[config.mk]
export PLATFORM = sky130hd
export DESIGN_NAME = ppf_top
export DESIGN_NICKNAME = d
export VERILOG_FILES = /design/src/ppf_pkg.sv /design/src/ppf_gen.sv /design/src/ppf_top.sv
export VERILOG_INCLUDE_DIRS = /design/src
export SDC_FILE = /design/constraint.sdc
export NUM_CORES = 1
export LEC_CHECK = 0
export ABC_AREA = 1
export ABC_CLOCK_PERIOD_IN_PS = 4400
export BUFFER_PORTS_ARGS = -buffer_cell sky130_fd_sc_hd__buf_2
export CAP_MARGIN = 10
export CELL_PAD_IN_SITES_DETAIL_PLACEMENT = 2
export CELL_PAD_IN_SITES_GLOBAL_PLACEMENT = 2
export CORE_ASPECT_RATIO = 1.75
export CORE_MARGIN = 3
export CORE_UTILIZATION = 35
export DETAILED_ROUTE_END_ITERATION = 6
export PLACE_DENSITY = 0.81
export SYNTH_ARGS = -nofsm -noshare
export SYNTH_HDL_FRONTEND = slang
export SYNTH_SLANG_ARGS = --single-unit
[constraint.sdc]
create_clock -name clk -period 4.4 [get_ports clk]
set_input_delay 0.66 -clock clk [delete_from_list [all_inputs] [get_ports clk]]
set_output_delay 0.66 -clock clk [all_outputs]
set_load 0.005 [all_outputs]
[src/ppf_regs.svh]
// register offsets, field positions and reset values of the pulse-width unit
`ifndef PPF_REGS_SVH
`define PPF_REGS_SVH
`define PPF_CTL_OFF 12'h000
`define PPF_UPD_OFF 12'h004
`define PPF_MIEN_OFF 12'h008
`define PPF_MRIS_OFF 12'h00C
`define PPF_MMIS_OFF 12'h010
`define PPF_FSUP_OFF 12'h014
`define PPF_FLVL_OFF 12'h018
`define PPF_INV_OFF 12'h01C
`define PPF_FLT_OFF 12'h020
`define PPF_GEN_BASE 12'h040
`define PPF_GEN_STRIDE 12'h020
`define PPF_G_LOAD 5'h00
`define PPF_G_CMPA 5'h04
`define PPF_G_CMPB 5'h08
`define PPF_G_INTEN 5'h0C
`define PPF_G_RIS 5'h10
`define PPF_G_MIS 5'h14
`define PPF_G_CNT 5'h18
`define PPF_LOAD_RST 16'h00FF
`define PPF_EV_ZERO 0
`define PPF_EV_LOAD 1
`define PPF_EV_AU 2
`define PPF_EV_AD 3
`define PPF_EV_BU 4
`define PPF_EV_BD 5
`define PPF_TRG_SHIFT 8
`endif

[src/ppf_pkg.sv]
// types shared by the pulse-width unit
package ppf_pkg;
    typedef logic [5:0] ppf_ev_t;   // six generator events
    typedef logic [15:0] ppf_cnt_t; // counter and period width
endpackage

[src/ppf_gen.sv]
// one generator: up/down counter with buffered period and comparators
`timescale 1ns/1ps
`default_nettype none
`include "ppf_regs.svh"
module ppf_gen (
    input wire logic clk,
    input wire logic nrst,
    input wire logic en,
    input wire ppf_pkg::ppf_cnt_t load_pend,
    input wire ppf_pkg::ppf_cnt_t cmpa_pend,
    input wire ppf_pkg::ppf_cnt_t cmpb_pend,
    input wire logic upd_arm,
    output logic upd_done,
    output ppf_pkg::ppf_cnt_t cnt,
    output ppf_pkg::ppf_ev_t ev,
    output logic pwm_a,
    output logic pwm_b
);
    import ppf_pkg::*;
    ppf_cnt_t load_q, cmpa_q, cmpb_q, cnt_q; // active values and counter
    logic down_q;                             // counting direction
    logic arm_q;                              // pending update armed
    logic at_zero, at_load;
    assign at_zero = (cnt_q == 16'h0000);
    assign at_load = (cnt_q >= load_q);
    assign cnt = cnt_q;
    assign upd_done = en & at_zero & arm_q;

    // up/down count; ticks between zero pulses are twice the period
    always_ff @(posedge clk or negedge nrst) begin
        if (!nrst) begin
            cnt_q <= 16'h0000;
            down_q <= 1'b0;
        end else if (en) begin
            if (!down_q && at_load) begin
                down_q <= 1'b1;
                cnt_q <= cnt_q - 16'h0001;
            end else if (down_q && at_zero) begin
                down_q <= 1'b0;
                cnt_q <= 16'h0001;
            end else if (down_q) begin
                cnt_q <= cnt_q - 16'h0001;
            end else begin
                cnt_q <= cnt_q + 16'h0001;
            end
        end
    end

    // queued values move to active at counter zero once an update strobe has armed them
    always_ff @(posedge clk or negedge nrst) begin
        if (!nrst) begin
            load_q <= `PPF_LOAD_RST;
            cmpa_q <= 16'h0000;
            cmpb_q <= 16'h0000;
            arm_q <= 1'b0;
        end else if (en) begin
            if (upd_done) begin
                load_q <= load_pend;
                cmpa_q <= cmpa_pend;
                cmpb_q <= cmpb_pend;
                arm_q <= 1'b0;
            end else if (upd_arm) begin
                arm_q <= 1'b1;
            end
        end
    end

    // events and raw waveforms
    always_comb begin
        ev = 6'h00;
        ev[`PPF_EV_ZERO] = at_zero;
        ev[`PPF_EV_LOAD] = (cnt_q == load_q);
        ev[`PPF_EV_AU] = !down_q && (cnt_q == cmpa_q);
        ev[`PPF_EV_AD] = down_q && (cnt_q == cmpa_q);
        ev[`PPF_EV_BU] = !down_q && (cnt_q == cmpb_q);
        ev[`PPF_EV_BD] = down_q && (cnt_q == cmpb_q);
        pwm_a = (cnt_q < cmpa_q);
        pwm_b = (cnt_q < cmpb_q);
    end
endmodule // ppf_gen
`default_nettype wire

[src/ppf_top.sv]
// pulse-width unit: register file, interrupts, fault and polarity stage
//
// Implementation choices: register access over APB and the register addresses.
`timescale 1ns/1ps
`default_nettype none
`include "ppf_regs.svh"
// Operation
// - per-generator interrupt and trigger enables
// - ticks between zero pulses equal twice the period
// - period read returns last programmed value
// - later buffered writes replace pending value
// - module enable bit per generator, fault
// - set enable bit unmasks that source
// - raw and masked module status offered
// - fault forces selected outputs inactive
// - default suppressed level is low
// - drive-high selection drives suppressed high
// - level selection ignored when not suppressed
// - inversion selection makes output active low
// - write one clears generator status bit
// - queued updates applied at counter zero
module ppf_top #(
    parameter int NGEN = 4
) (
    input wire logic clk,
    input wire logic nrst,
    input wire logic ce,
    input wire logic psel,
    input wire logic penable,
    input wire logic pwrite,
    input wire logic [11:0] paddr,
    input wire logic [31:0] pwdata,
    output logic [31:0] prdata,
    output logic pready,
    output logic pslverr,
    input wire logic [3:0] fault_in,
    output logic [7:0] pwm_out,
    output logic [3:0] trig_out,
    output logic irq
);
    import ppf_pkg::*;

    // decode a generator-window address to its index, or 7 when outside
    function automatic logic [2:0] gen_idx(input logic [11:0] a);
        logic [11:0] rel;
        rel = a - `PPF_GEN_BASE;
        if (a >= `PPF_GEN_BASE && rel < 12'(NGEN * `PPF_GEN_STRIDE))
            gen_idx = rel[7:5];
        else
            gen_idx = 3'h7;
    endfunction

    logic wr, rd;
    assign wr = ce & psel & penable & pwrite;
    // read data is launched in the setup cycle so it stands with pready
    assign rd = ce & psel & ~penable & ~pwrite;
    logic [2:0] gi;
    logic [4:0] go;
    assign gi = gen_idx(paddr);
    assign go = paddr[4:0];

    ppf_cnt_t load_p_q [NGEN];  // programmed period, read back
    ppf_cnt_t cmpa_p_q [NGEN];
    ppf_cnt_t cmpb_p_q [NGEN];
    logic [15:0] inten_q [NGEN]; // low: irq enables, high: trigger enables
    ppf_ev_t gris_q [NGEN];      // generator raw status
    logic [3:0] gen_run_q;       // generator run enables
    logic [3:0] upd_req;         // update strobe from software
    logic [3:0] upd_done;
    logic [7:0] mien_q;          // module irq enable
    logic [3:0] fris_q;          // fault raw status
    logic [7:0] fsup_q, flvl_q, inv_q;
    logic [3:0] fflt_q;          // fault stage sample
    ppf_cnt_t gcnt [NGEN];
    ppf_ev_t gev [NGEN];
    logic [7:0] raw_pwm;
    logic [7:0] mris;
    logic [3:0] fault_act;

    assign upd_req = (wr && paddr == `PPF_UPD_OFF) ? pwdata[3:0] : 4'h0;

    // generators
    genvar g;
    generate
        for (g = 0; g < NGEN; g++) begin : gen_blk
            ppf_gen u_gen (
                .clk(clk),
                .nrst(nrst),
                .en(ce & gen_run_q[g]),
                .load_pend(load_p_q[g]),
                .cmpa_pend(cmpa_p_q[g]),
                .cmpb_pend(cmpb_p_q[g]),
                .upd_arm(upd_req[g]),
                .upd_done(upd_done[g]),
                .cnt(gcnt[g]),
                .ev(gev[g]),
                .pwm_a(raw_pwm[2*g]),
                .pwm_b(raw_pwm[2*g+1])
            );
            // software values; last write wins until update applies
            always_ff @(posedge clk or negedge nrst) begin
                if (!nrst) begin
                    load_p_q[g] <= `PPF_LOAD_RST;
                    cmpa_p_q[g] <= 16'h0000;
                    cmpb_p_q[g] <= 16'h0000;
                    inten_q[g] <= 16'h0000;
                end else if (wr && gi == 3'(g)) begin
                    case (go)
                        `PPF_G_LOAD: load_p_q[g] <= pwdata[15:0];
                        `PPF_G_CMPA: cmpa_p_q[g] <= pwdata[15:0];
                        `PPF_G_CMPB: cmpb_p_q[g] <= pwdata[15:0];
                        `PPF_G_INTEN: inten_q[g] <= pwdata[15:0];
                        default: ;
                    endcase
                end
            end
            // sticky event status; set beats write-one clear
            always_ff @(posedge clk or negedge nrst) begin
                if (!nrst) begin
                    gris_q[g] <= 6'h00;
                end else if (ce) begin
                    gris_q[g] <= (gris_q[g] & ~((wr && gi == 3'(g)
                        && go == `PPF_G_RIS) ? pwdata[5:0] : 6'h00))
                        | (gen_run_q[g] ? gev[g] : 6'h00);
                end
            end
            // triggers gated by the trigger enables
            always_ff @(posedge clk or negedge nrst) begin
                if (!nrst)
                    trig_out[g] <= 1'b0;
                else if (ce)
                    trig_out[g] <= gen_run_q[g] & |(gev[g]
                        & inten_q[g][`PPF_TRG_SHIFT +: 6]);
            end
            assign mris[g] = |(gris_q[g] & inten_q[g][5:0]);
        end
    endgenerate
    assign mris[7:4] = fris_q;

    // module control registers
    always_ff @(posedge clk or negedge nrst) begin
        if (!nrst) begin
            gen_run_q <= 4'h0;
            mien_q <= 8'h00;
            fsup_q <= 8'h00;
            flvl_q <= 8'h00;
            inv_q <= 8'h00;
        end else if (wr) begin
            case (paddr)
                `PPF_CTL_OFF: gen_run_q <= pwdata[3:0];
                `PPF_MIEN_OFF: mien_q <= pwdata[7:0];
                `PPF_FSUP_OFF: fsup_q <= pwdata[7:0];
                `PPF_FLVL_OFF: flvl_q <= pwdata[7:0];
                `PPF_INV_OFF: inv_q <= pwdata[7:0];
                default: ;
            endcase
        end
    end

    // fault status: sticky on input, write one clears, set wins
    always_ff @(posedge clk or negedge nrst) begin
        if (!nrst) begin
            fris_q <= 4'h0;
            fflt_q <= 4'h0;
        end else if (ce) begin
            fflt_q <= fault_in;
            fris_q <= (fris_q & ~((wr && paddr == `PPF_MRIS_OFF)
                ? pwdata[7:4] : 4'h0)) | fault_in;
        end
    end
    assign fault_act = fflt_q;

    // output stage: suppressed bits take the level, others the polarity
    always_ff @(posedge clk or negedge nrst) begin
        if (!nrst) begin
            pwm_out <= 8'h00;
        end else if (ce) begin
            for (int i = 0; i < 8; i++) begin
                if (|fault_act && fsup_q[i])
                    pwm_out[i] <= flvl_q[i];
                else
                    pwm_out[i] <= raw_pwm[i] ^ inv_q[i];
            end
        end
    end

    // interrupt line from masked status
    always_ff @(posedge clk or negedge nrst) begin
        if (!nrst)
            irq <= 1'b0;
        else if (ce)
            irq <= |(mris & mien_q);
    end

    // apb read mux; one wait-free access phase
    always_ff @(posedge clk or negedge nrst) begin
        if (!nrst) begin
            prdata <= 32'h0000_0000;
            pready <= 1'b0;
            pslverr <= 1'b0;
        end else if (ce) begin
            pready <= psel & ~penable;
            pslverr <= 1'b0;
            if (rd) begin
                prdata <= 32'h0000_0000;
                if (gi != 3'h7) begin
                    case (go)
                        `PPF_G_LOAD: prdata[15:0] <= load_p_q[gi[1:0]];
                        `PPF_G_CMPA: prdata[15:0] <= cmpa_p_q[gi[1:0]];
                        `PPF_G_CMPB: prdata[15:0] <= cmpb_p_q[gi[1:0]];
                        `PPF_G_INTEN: prdata[15:0] <= inten_q[gi[1:0]];
                        `PPF_G_RIS: prdata[5:0] <= gris_q[gi[1:0]];
                        `PPF_G_MIS: prdata[5:0] <= gris_q[gi[1:0]]
                            & inten_q[gi[1:0]][5:0];
                        `PPF_G_CNT: prdata[15:0] <= gcnt[gi[1:0]];
                        default: ;
                    endcase
                end else begin
                    case (paddr)
                        `PPF_CTL_OFF: prdata[3:0] <= gen_run_q;
                        `PPF_MIEN_OFF: prdata[7:0] <= mien_q;
                        `PPF_MRIS_OFF: prdata[7:0] <= mris;
                        `PPF_MMIS_OFF: prdata[7:0] <= mris & mien_q;
                        `PPF_FSUP_OFF: prdata[7:0] <= fsup_q;
                        `PPF_FLVL_OFF: prdata[7:0] <= flvl_q;
                        `PPF_INV_OFF: prdata[7:0] <= inv_q;
                        `PPF_FLT_OFF: prdata[3:0] <= fflt_q;
                        default: ;
                    endcase
                end
            end
        end
    end
endmodule // ppf_top
`default_nettype wire

==> run_results.csv, run 1 <==
group,metric,value,unit
placed_design,place.detailed.hpwl,125000,µm
cts,clkLatencyLatePin,0.69,ns
yosys,post_synth_main_area_contributors,"dfrtp_1, nand2_1, o21ai_0",
sta,slew_headroom,16.0,%
yosys,synth_top_area_share,38.7,%
cts,post-cts-setup-buffer-count,0,
cts,cts_made_buffers,68,
detailed_routing,wirelength,167000,µm
setup_path,worst-endpoint-required,4.94,ns
yosys,synth_area_leader,"dfrtp_1",
setup_path,critPathMostFrequentCell,"nand2_1",
global_routing,remaining_overflow_grt,0,
global_routing,grt_antenna_before_repair,7,
sta,final_critical_path_setup_slack,0.800,ns
detailed_routing,drt-pass1-iter-count,5,
detailed_routing,avgRoutedWirePerCell,27.2,µm
cts,clk_path_buf_depth,3,
yosys,postSynth.asyncResetShare,100,%
placed_design,portBuffers,67,
setup_path,timing.critical_path.from_type,"register",
finish,finalCoreUtilization,39.8,%
min_path,holdCritPathClass,"in2async",
job,cap_violations,0,
sta,fmax,278,MHz
yosys,post_synth_num_cell_types,50,
power,power_density,318,nW/µm²
outcome,outcome,"finished clean",
global_routing,largest_net_degree_at_the_start_of_global_routing,98,
power,p_clk_share,51.3,%
power,power_switching,3.12,mW
detailed_routing,top_layer,"met5",
floorplan,die-area,106000,µm²
sta,max_slew.worst_pin.slew,1.26,ns
detailed_routing,drt_iter0_drc,2510,
yosys,synth_top_flop_cell,"dfrtp_1",
sta,setup_viol_count_final,0,
power,power.share.combinational,3.8,%
power,design_power_total,12.8,mW
yosys,synth_edf_count,0,
cts,cts.clk_slew.worst_paths,0.06,ns
yosys,syn-cell-area,35800,µm²
cts,cell_at_the_root_of_the_clock_tree,"clkbuf_16",
sta,finalClockSkew,0.0394,ns
cts,cts_resized,0,
detailed_routing,met2_length,83300,µm
power,seq_power_share,44.8,%
placed_design,place_area,37800,µm²
setup_path,worstSetupPathType,"reg2reg",
setup_path,cp_cell_instances,"ha_1 > nand4_1 > nor2_1 > nand4_1 > nand2_1 > a31oi_1 > nand2_1 > nand2_1 > nand3_1 > nand2_1 > nand2_1 > nand2_1",
cts,cts_tree,"yes",
yosys,avgSynthCellArea,7.52,µm²
floorplan,floorplan.core_area,101000,µm²
finish,syn_to_final_growth,12.4,%
setup_path,endpoint_kind,"register",
cts,holdBufCountCts,0,
global_routing,global_route.usage.total,31.5,%
setup_path,max_stage_delay,0.53,ns
yosys,synth_seq_area_share,43.4,%
finish,num-fill-cells,11700,
detailed_routing,drt-vias-per-instance,5.72,
floorplan,top_level_ports,101,
floorplan,dieWidth,248,µm
sta,post-route-min-period,3.60,ns
sta,rsz_0062_raised_after_global_routing,"no",
detailed_routing,detailroute.wirelength.met3,6010,µm
finish,layout.cell_area.non_filler,40300,µm²
sta,timing.setup.tns,0,ns
placed_design,place.gp.congestion,0.911,
floorplan,die-height,429,µm
floorplan,row_count,154,
setup_path,worst-endpoint-arrival,4.14,ns
power,p_int,9.69,mW
finish,final_common_cell,"nand2_1",
finish,finalNetCount,5036,
global_routing,wire_length_of_the_first_global_routing_pass,250000,µm
yosys,synthesized_instance_count,4764,
yosys,yosys_register_bits,618,
finish,final_layout_size_suffix_gt1_share,8.71,%
cts,clock-sinks,618,
placed_design,place_worst_setup_slack,0.655,ns
detailed_routing,drt.antenna.violating_nets,0,
setup_path,timing.critical_path.fanout_max,16,
sta,finalCritPeriodShare,81.8,%
power,leakage,19.6,nW
sta,drv_slew,0,
global_routing,vias_in_the_first_global_route,38600,
power,vdd.ir_drop.worst,264,µV
power,swShare,24.3,%
detailed_routing,drc,0,
yosys,yosys_warnings,0,
finish,layout.cells.most_common_list,"nand2_1, o21ai_0, dfrtp_1",
sta,timing_hold_violations_final,0,
detailed_routing,vias,35200,
setup_path,critPathSlowestCell,"nand4_1",
floorplan,initial_core_util,35.4,%
detailed_routing,detail_route.wirelength.met1,63400,µm
cts,htree_levels,3,
[flip-flops by register name, summed over array words and instances (netlist names)]
| name | count |
|---|---|
| cmpa_p_q | 64 |
| cmpb_p_q | 64 |
| gen_blk.u_gen.cmpa_q | 64 |
| gen_blk.u_gen.cmpb_q | 64 |
| gen_blk.u_gen.cnt | 64 |
| gen_blk.u_gen.load_q | 64 |
| inten_q | 64 |
| load_p_q | 64 |
| gris_q | 24 |
| prdata | 16 |
| flvl_q | 8 |
| fsup_q | 8 |
| inv_q | 8 |
| mien_q | 8 |
| pwm_out | 8 |
| fault_act | 4 |
| fris_q | 4 |
| gen_blk.u_gen.arm_q | 4 |
| gen_blk.u_gen.down_q | 4 |
| gen_run_q | 4 |
| trig_out | 4 |
| irq | 1 |
| pready | 1 |
[worst max-delay path, delay by kind of cell (launching register included)]
| family | cells | cell delay, ns |
|---|---|---|
| fa+ha+maj | 1 | 0.38 |
| flops | 1 | 0.50 |
| simple gates | 10 | 2.44 |
| compound gates | 1 | 0.13 |
[final timing paths]
path / startpoint / end / slack [ns] / cells after the start
max in group asynchronous: nrst / pwm_out[5] / 3.24 / 2
min reg2reg: pwm_out[2] / pwm_out[2] / 0.48 / 2
max: gen_blk[3].u_gen.cnt[15] / gen_blk[3].u_gen.cnt[11] / 0.80 / 12
min: nrst / cmpb_p_q[13] / 0.02 / 1
min in group clk: fault_in[3] / fris_q[3] / 0.25 / 3
max reg2reg: gen_blk[3].u_gen.cnt[15] / gen_blk[3].u_gen.cnt[11] / 0.80 / 12
[cell usage after synthesis, types with 4 or more instances]
| cell | number |
|---|---|
| nand3b_1 | 4 |
| buf_2 | 44 |
| nor3_1 | 47 |
| o22ai_1 | 34 |
| a31oi_1 | 22 |
| o21ai_0 | 554 |
| dfrtp_1 | 554 |
| nor4_1 | 9 |
| a22oi_1 | 27 |
| a21oi_1 | 177 |
| or2_2 | 7 |
| nand2_2 | 6 |
| buf_1 | 6 |
| buf_4 | 32 |
| o211ai_1 | 20 |
| nand3_1 | 239 |
| nor2_4 | 7 |
| inv_2 | 9 |
| xor2_1 | 62 |
| a221oi_1 | 8 |
| nor2_2 | 10 |
| nand2_1 | 1415 |
| inv_1 | 485 |
| a211oi_1 | 14 |
| ha_1 | 202 |
| nand4_1 | 122 |
| o21bai_1 | 9 |
| o21a_1 | 6 |
| nor2_1 | 312 |
| clkbuf_1 | 167 |
| o21ai_1 | 48 |
| nor3_2 | 7 |
| dfstp_2 | 64 |
| o211a_1 | 5 |
| clkinv_1 | 6 |
[cell families (layout without fill, tap and decap cells)]
group | after synthesis | count (layout) | synth area share, %
compound gates | 933 | 933 | 14.0
xor+xnor | 62 | 62 | 1.51
fa+ha+maj | 202 | 202 | 7.05
buf+inv | 753 | 808 | 8.44
flops | 618 | 618 | 43.4
mux | 3 | 3 | 0.0942
other cells | 1 | 19 | 0.0105
simple gates | 2192 | 2192 | 25.5
[area by class of cell]
cell class | instances | area (µm²) | area share, %
diodes | 2 | 5.00 | 0.0124
clock buffers | 91 | 1960 | 4.87
clock inverters | 34 | 534 | 1.33
inverters | 501 | 1880 | 4.67
multi-input cells | 3409 | 17400 | 43.1
flip-flops and latches | 618 | 15500 | 38.6
well taps | 1326 | 1660 | 4.12
repair buffers | 182 | 1330 | 3.31
[power by group through the flow]
stage               Combinational, mW  Sequential, mW  Clock, mW
floorplan                       0.187            5.83          0
global placement                0.480            5.84          0
detailed placement              0.491            5.84          0
CTS                             0.497            5.74       6.67
global route                    0.538            5.74       6.88
finish                          0.492            5.74       6.57
[metal layers]
metal | global-route usage [%] | vias up
met2 | 54.8 | 909
li1 | - | 15600
met1 | 35.6 | 18300
met4 | 22.8 | 2
met3 | 3.17 | 435
met5 | 0 | -
[metrics by stage]
step	cells	hold slack, ns
5_1_grt	6161	0.0506
3_5_place_dp	6036	0.467
4_1_cts	6161	0.0141
6_report	6163	0.0154
3_3_place_gp	6036	0.460
2_1_floorplan	4780	0.364
No activity file was read; power rests on OpenSTA's default activity.
==> run 2: changes to the inputs <==
--- a/config.mk
+++ b/config.mk
@@ -7,16 +7,16 @@
 export NUM_CORES = 1
 export LEC_CHECK = 0
 export ABC_AREA = 1
-export ABC_CLOCK_PERIOD_IN_PS = 4400
+export ABC_CLOCK_PERIOD_IN_PS = 3300
 export BUFFER_PORTS_ARGS = -buffer_cell sky130_fd_sc_hd__buf_2
 export CAP_MARGIN = 10
 export CELL_PAD_IN_SITES_DETAIL_PLACEMENT = 2
 export CELL_PAD_IN_SITES_GLOBAL_PLACEMENT = 2
 export CORE_ASPECT_RATIO = 1.75
 export CORE_MARGIN = 3
-export CORE_UTILIZATION = 35
+export CORE_UTILIZATION = 34
 export DETAILED_ROUTE_END_ITERATION = 6
-export PLACE_DENSITY = 0.81
+export PLACE_DENSITY = 0.82
 export SYNTH_ARGS = -nofsm -noshare
 export SYNTH_HDL_FRONTEND = slang
 export SYNTH_SLANG_ARGS = --single-unit
==> constraint.sdc (replaced) <==
create_clock -name clk -period 3.3 [get_ports clk]
set_input_delay 0.495 -clock clk [delete_from_list [all_inputs] [get_ports clk]]
set_output_delay 0.495 -clock clk [all_outputs]
set_load 0.005 [all_outputs]
==> run 2 against run 1 <==
- routed wire length rose by 6.3%
- combinational power up 45%
- critical endpoint is now gen_blk[2].u_gen.cnt[6]
- final cell count rose by 1.9%
- sequential cell count stayed put
- critical path type unchanged
- maximum frequency rose by 13%
- setup slack lost 0.68 ns
- largest power group unchanged
- clock power up 26%
- global-route usage increased by 0.79 points
==> run_results.csv, run 2 (synthesized netlist as in run 1, its figures left out) <==
group,metric,value,unit
setup_path,endpoint_kind,"register",
global_routing,remaining_overflow_grt,0,
detailed_routing,avgRoutedWirePerCell,28.3,µm
detailed_routing,vias,36200,
setup_path,worst_setup_path_endpoint,"gen_blk[2].u_gen.cnt[6]",
global_routing,largest_net_degree_at_the_start_of_global_routing,75,
power,leakage,20.0,nW
setup_path,worstSetupPathDepth,12,
sta,max_slew.worst_pin.slew,1.23,ns
finish,syn_to_final_growth,14.4,%
power,vdd.ir_drop.worst,290,µV
sta,drv_slew,0,
floorplan,floorplan.core_area,105000,µm²
floorplan,initial_core_util,34.2,%
floorplan,die-area,110000,µm²
setup_path,worst-endpoint-required,3.79,ns
detailed_routing,drt-pass1-iter-count,6,
sta,timing_hold_violations_final,0,
sta,fmax,315,MHz
finish,num-fill-cells,12000,
finish,finish.cell_count_without_fillers,6283,
power,power_density,405,nW/µm²
finish,layout.cells.most_common_list,"nand2_1, dfrtp_1, o21ai_0",
floorplan,top_level_ports,101,
sta,finalClockSkew,0.0404,ns
setup_path,worstSetupPathType,"reg2reg",
min_path,holdCritPathClass,"in2reg",
power,seq_power_share,46.0,%
power,power_switching,4.28,mW
cts,cts_tree,"yes",
setup_path,timing.critical_path.from_type,"register",
sta,setup_viol_count_final,0,
finish,final_layout_size_suffix_gt1_share,10.5,%
finish,finalCoreUtilization,39.2,%
power,power.share.combinational,4.3,%
floorplan,die-height,436,µm
global_routing,wire_length_of_the_first_global_routing_pass,264000,µm
detailed_routing,drc,0,
global_routing,vias_in_the_first_global_route,40600,
global_routing,grt_antenna_before_repair,2,
finish,final_common_cell,"nand2_1",
power,p_clk_share,49.7,%
outcome,outcome,"finished clean",
setup_path,count_of_buffering_cells_on_the_critical_path_with_inverters_included,2,
setup_path,reg2reg_from,"gen_blk[2].u_gen.cnt[1]",
cts,clk_path_buf_depth,3,
setup_path,ff2ff_setup_slack,0.12,ns
cts,cts_made_buffers,66,
sta,post-route-min-period,3.18,ns
placed_design,place.gp.congestion,0.947,
setup_path,rr_worst_depth,12,
placed_design,place_inst,6159,
cts,cts.clk_slew.worst_paths,0.07,ns
sta,rsz_0062_raised_after_global_routing,"no",
placed_design,portBuffers,67,
sta,timing.setup.tns,0,ns
setup_path,worst_setup_path_startpoint,"gen_blk[2].u_gen.cnt[1]",
job,cap_violations,0,
sta,slew_headroom,17.8,%
cts,cell_at_the_root_of_the_clock_tree,"clkbuf_16",
floorplan,dieWidth,251,µm
floorplan,row_count,157,
setup_path,timing.critical_path.fanout_max,13,
detailed_routing,drt-vias-per-instance,5.76,
setup_path,max_stage_delay,0.74,ns
min_path,holdPathStages,3,
detailed_routing,drt.antenna.violating_nets,0,
sta,finalCritPeriodShare,96.3,%
cts,clkLatencyLatePin,0.68,ns
power,swShare,25.8,%
finish,finalNetCount,5133,
setup_path,critPathSlowestCell,"dfrtp_1",
global_routing,global_route.usage.total,32.3,%
cts,clock-sinks,618,
power,p_int,12.3,mW
setup_path,worst-endpoint-arrival,3.66,ns
detailed_routing,drt_iter0_drc,2417,
placed_design,place.detailed.hpwl,130000,µm
cts,htree_levels,3,
setup_path,cp_cell_instances,"ha_1 > nand3_1 > nor2_1 > nand3_1 > o211ai_1 > nor2_1 > nand2_1 > inv_1 > nor2_1 > inv_1 > nand3_1 > a31oi_1",
setup_path,cp_top_family,"simple AND/OR/NAND/NOR gates",
setup_path,critical_path.reg2reg.endpoint,"gen_blk[2].u_gen.cnt[6]",
detailed_routing,wirelength,178000,µm
-- run 2: cell types whose count changed in the layout (fill, tap and decap cells not counted), moves of 4 or more --
cell       previous run  this run
bufinv_16            12         6
buf_4               105       191
buf_12               10        22
clkbuf_16            71        67
inv_6                 6        11
-- run 2: per-layer routing --
metal	vias to the layer above	global-route usage [%]	wire length [µm]
met5	-	0	0
met1	18700	34.2	64100
met4	0	29.6	19600
li1	15800	-	-
met3	608	4.01	7340
met2	1125	55.8	87100
-- run 2: timing repair --
action	4_1_cts	5_1_grt
hold endpoints to repair	52	0
hold buffers	1	0
buffers inserted	0	0
gates resized for setup	0	2
endpoints found under the setup margin	0	2
-- run 2: power by group through the flow --
stage / clock, mW / combinational (mW) / sequential [mW]
finish: 8.25 / 0.714 / 7.65
global route: 8.60 / 0.766 / 7.65
CTS: 8.38 / 0.712 / 7.65
detailed placement: 0 / 0.700 / 7.79
global placement: 0 / 0.681 / 7.79
floorplan: 0 / 0.250 / 7.78
-- run 2: layout make-up --
cell class | count | area [µm²] | share of cell area, %
repair buffers | 281 | 2230 | 5.44
inverters | 501 | 1880 | 4.59
clock inverters | 35 | 413 | 1.01
well taps | 1351 | 1690 | 4.12
diodes | 1 | 2.50 | 0.00610
multi-input cells | 3409 | 17400 | 42.3
clock buffers | 87 | 1880 | 4.59
flip-flops and latches | 618 | 15500 | 37.9
-- run 2: worst min-delay path by stage --
stage                               startpoint  slack [ns]                         end
CTS                                fault_in[3]        0.03                   fris_q[3]
detailed placement                  pwm_out[5]        0.47                  pwm_out[5]
global placement    gen_blk[3].u_gen.load_q[0]        0.46  gen_blk[3].u_gen.load_q[0]
global route                       fault_in[3]        0.08                   fris_q[3]
floorplan                                 nrst        0.20                 cmpa_p_q[0]
finish                             fault_in[3]        0.08                   fris_q[3]
-- run 2: worst min-delay path: stages --
cell and delay (ns):
buf_2 0.08, nand2_1 0.07, nand2_1 0.07
-- run 2: through the flow --
step	hold WS (ns)	power [mW]	setup slack [ns]	instance area (µm²)
after CTS	0.0266	16.7	0.181	41000
final	0.0760	16.6	0.123	41000
after floorplan	0.199	8.03	0.956	35900
after global placement	0.460	8.47	0.325	38700
after detailed placement	0.468	8.49	0.225	38700
after global routing	0.0782	17.0	0.00204	41000
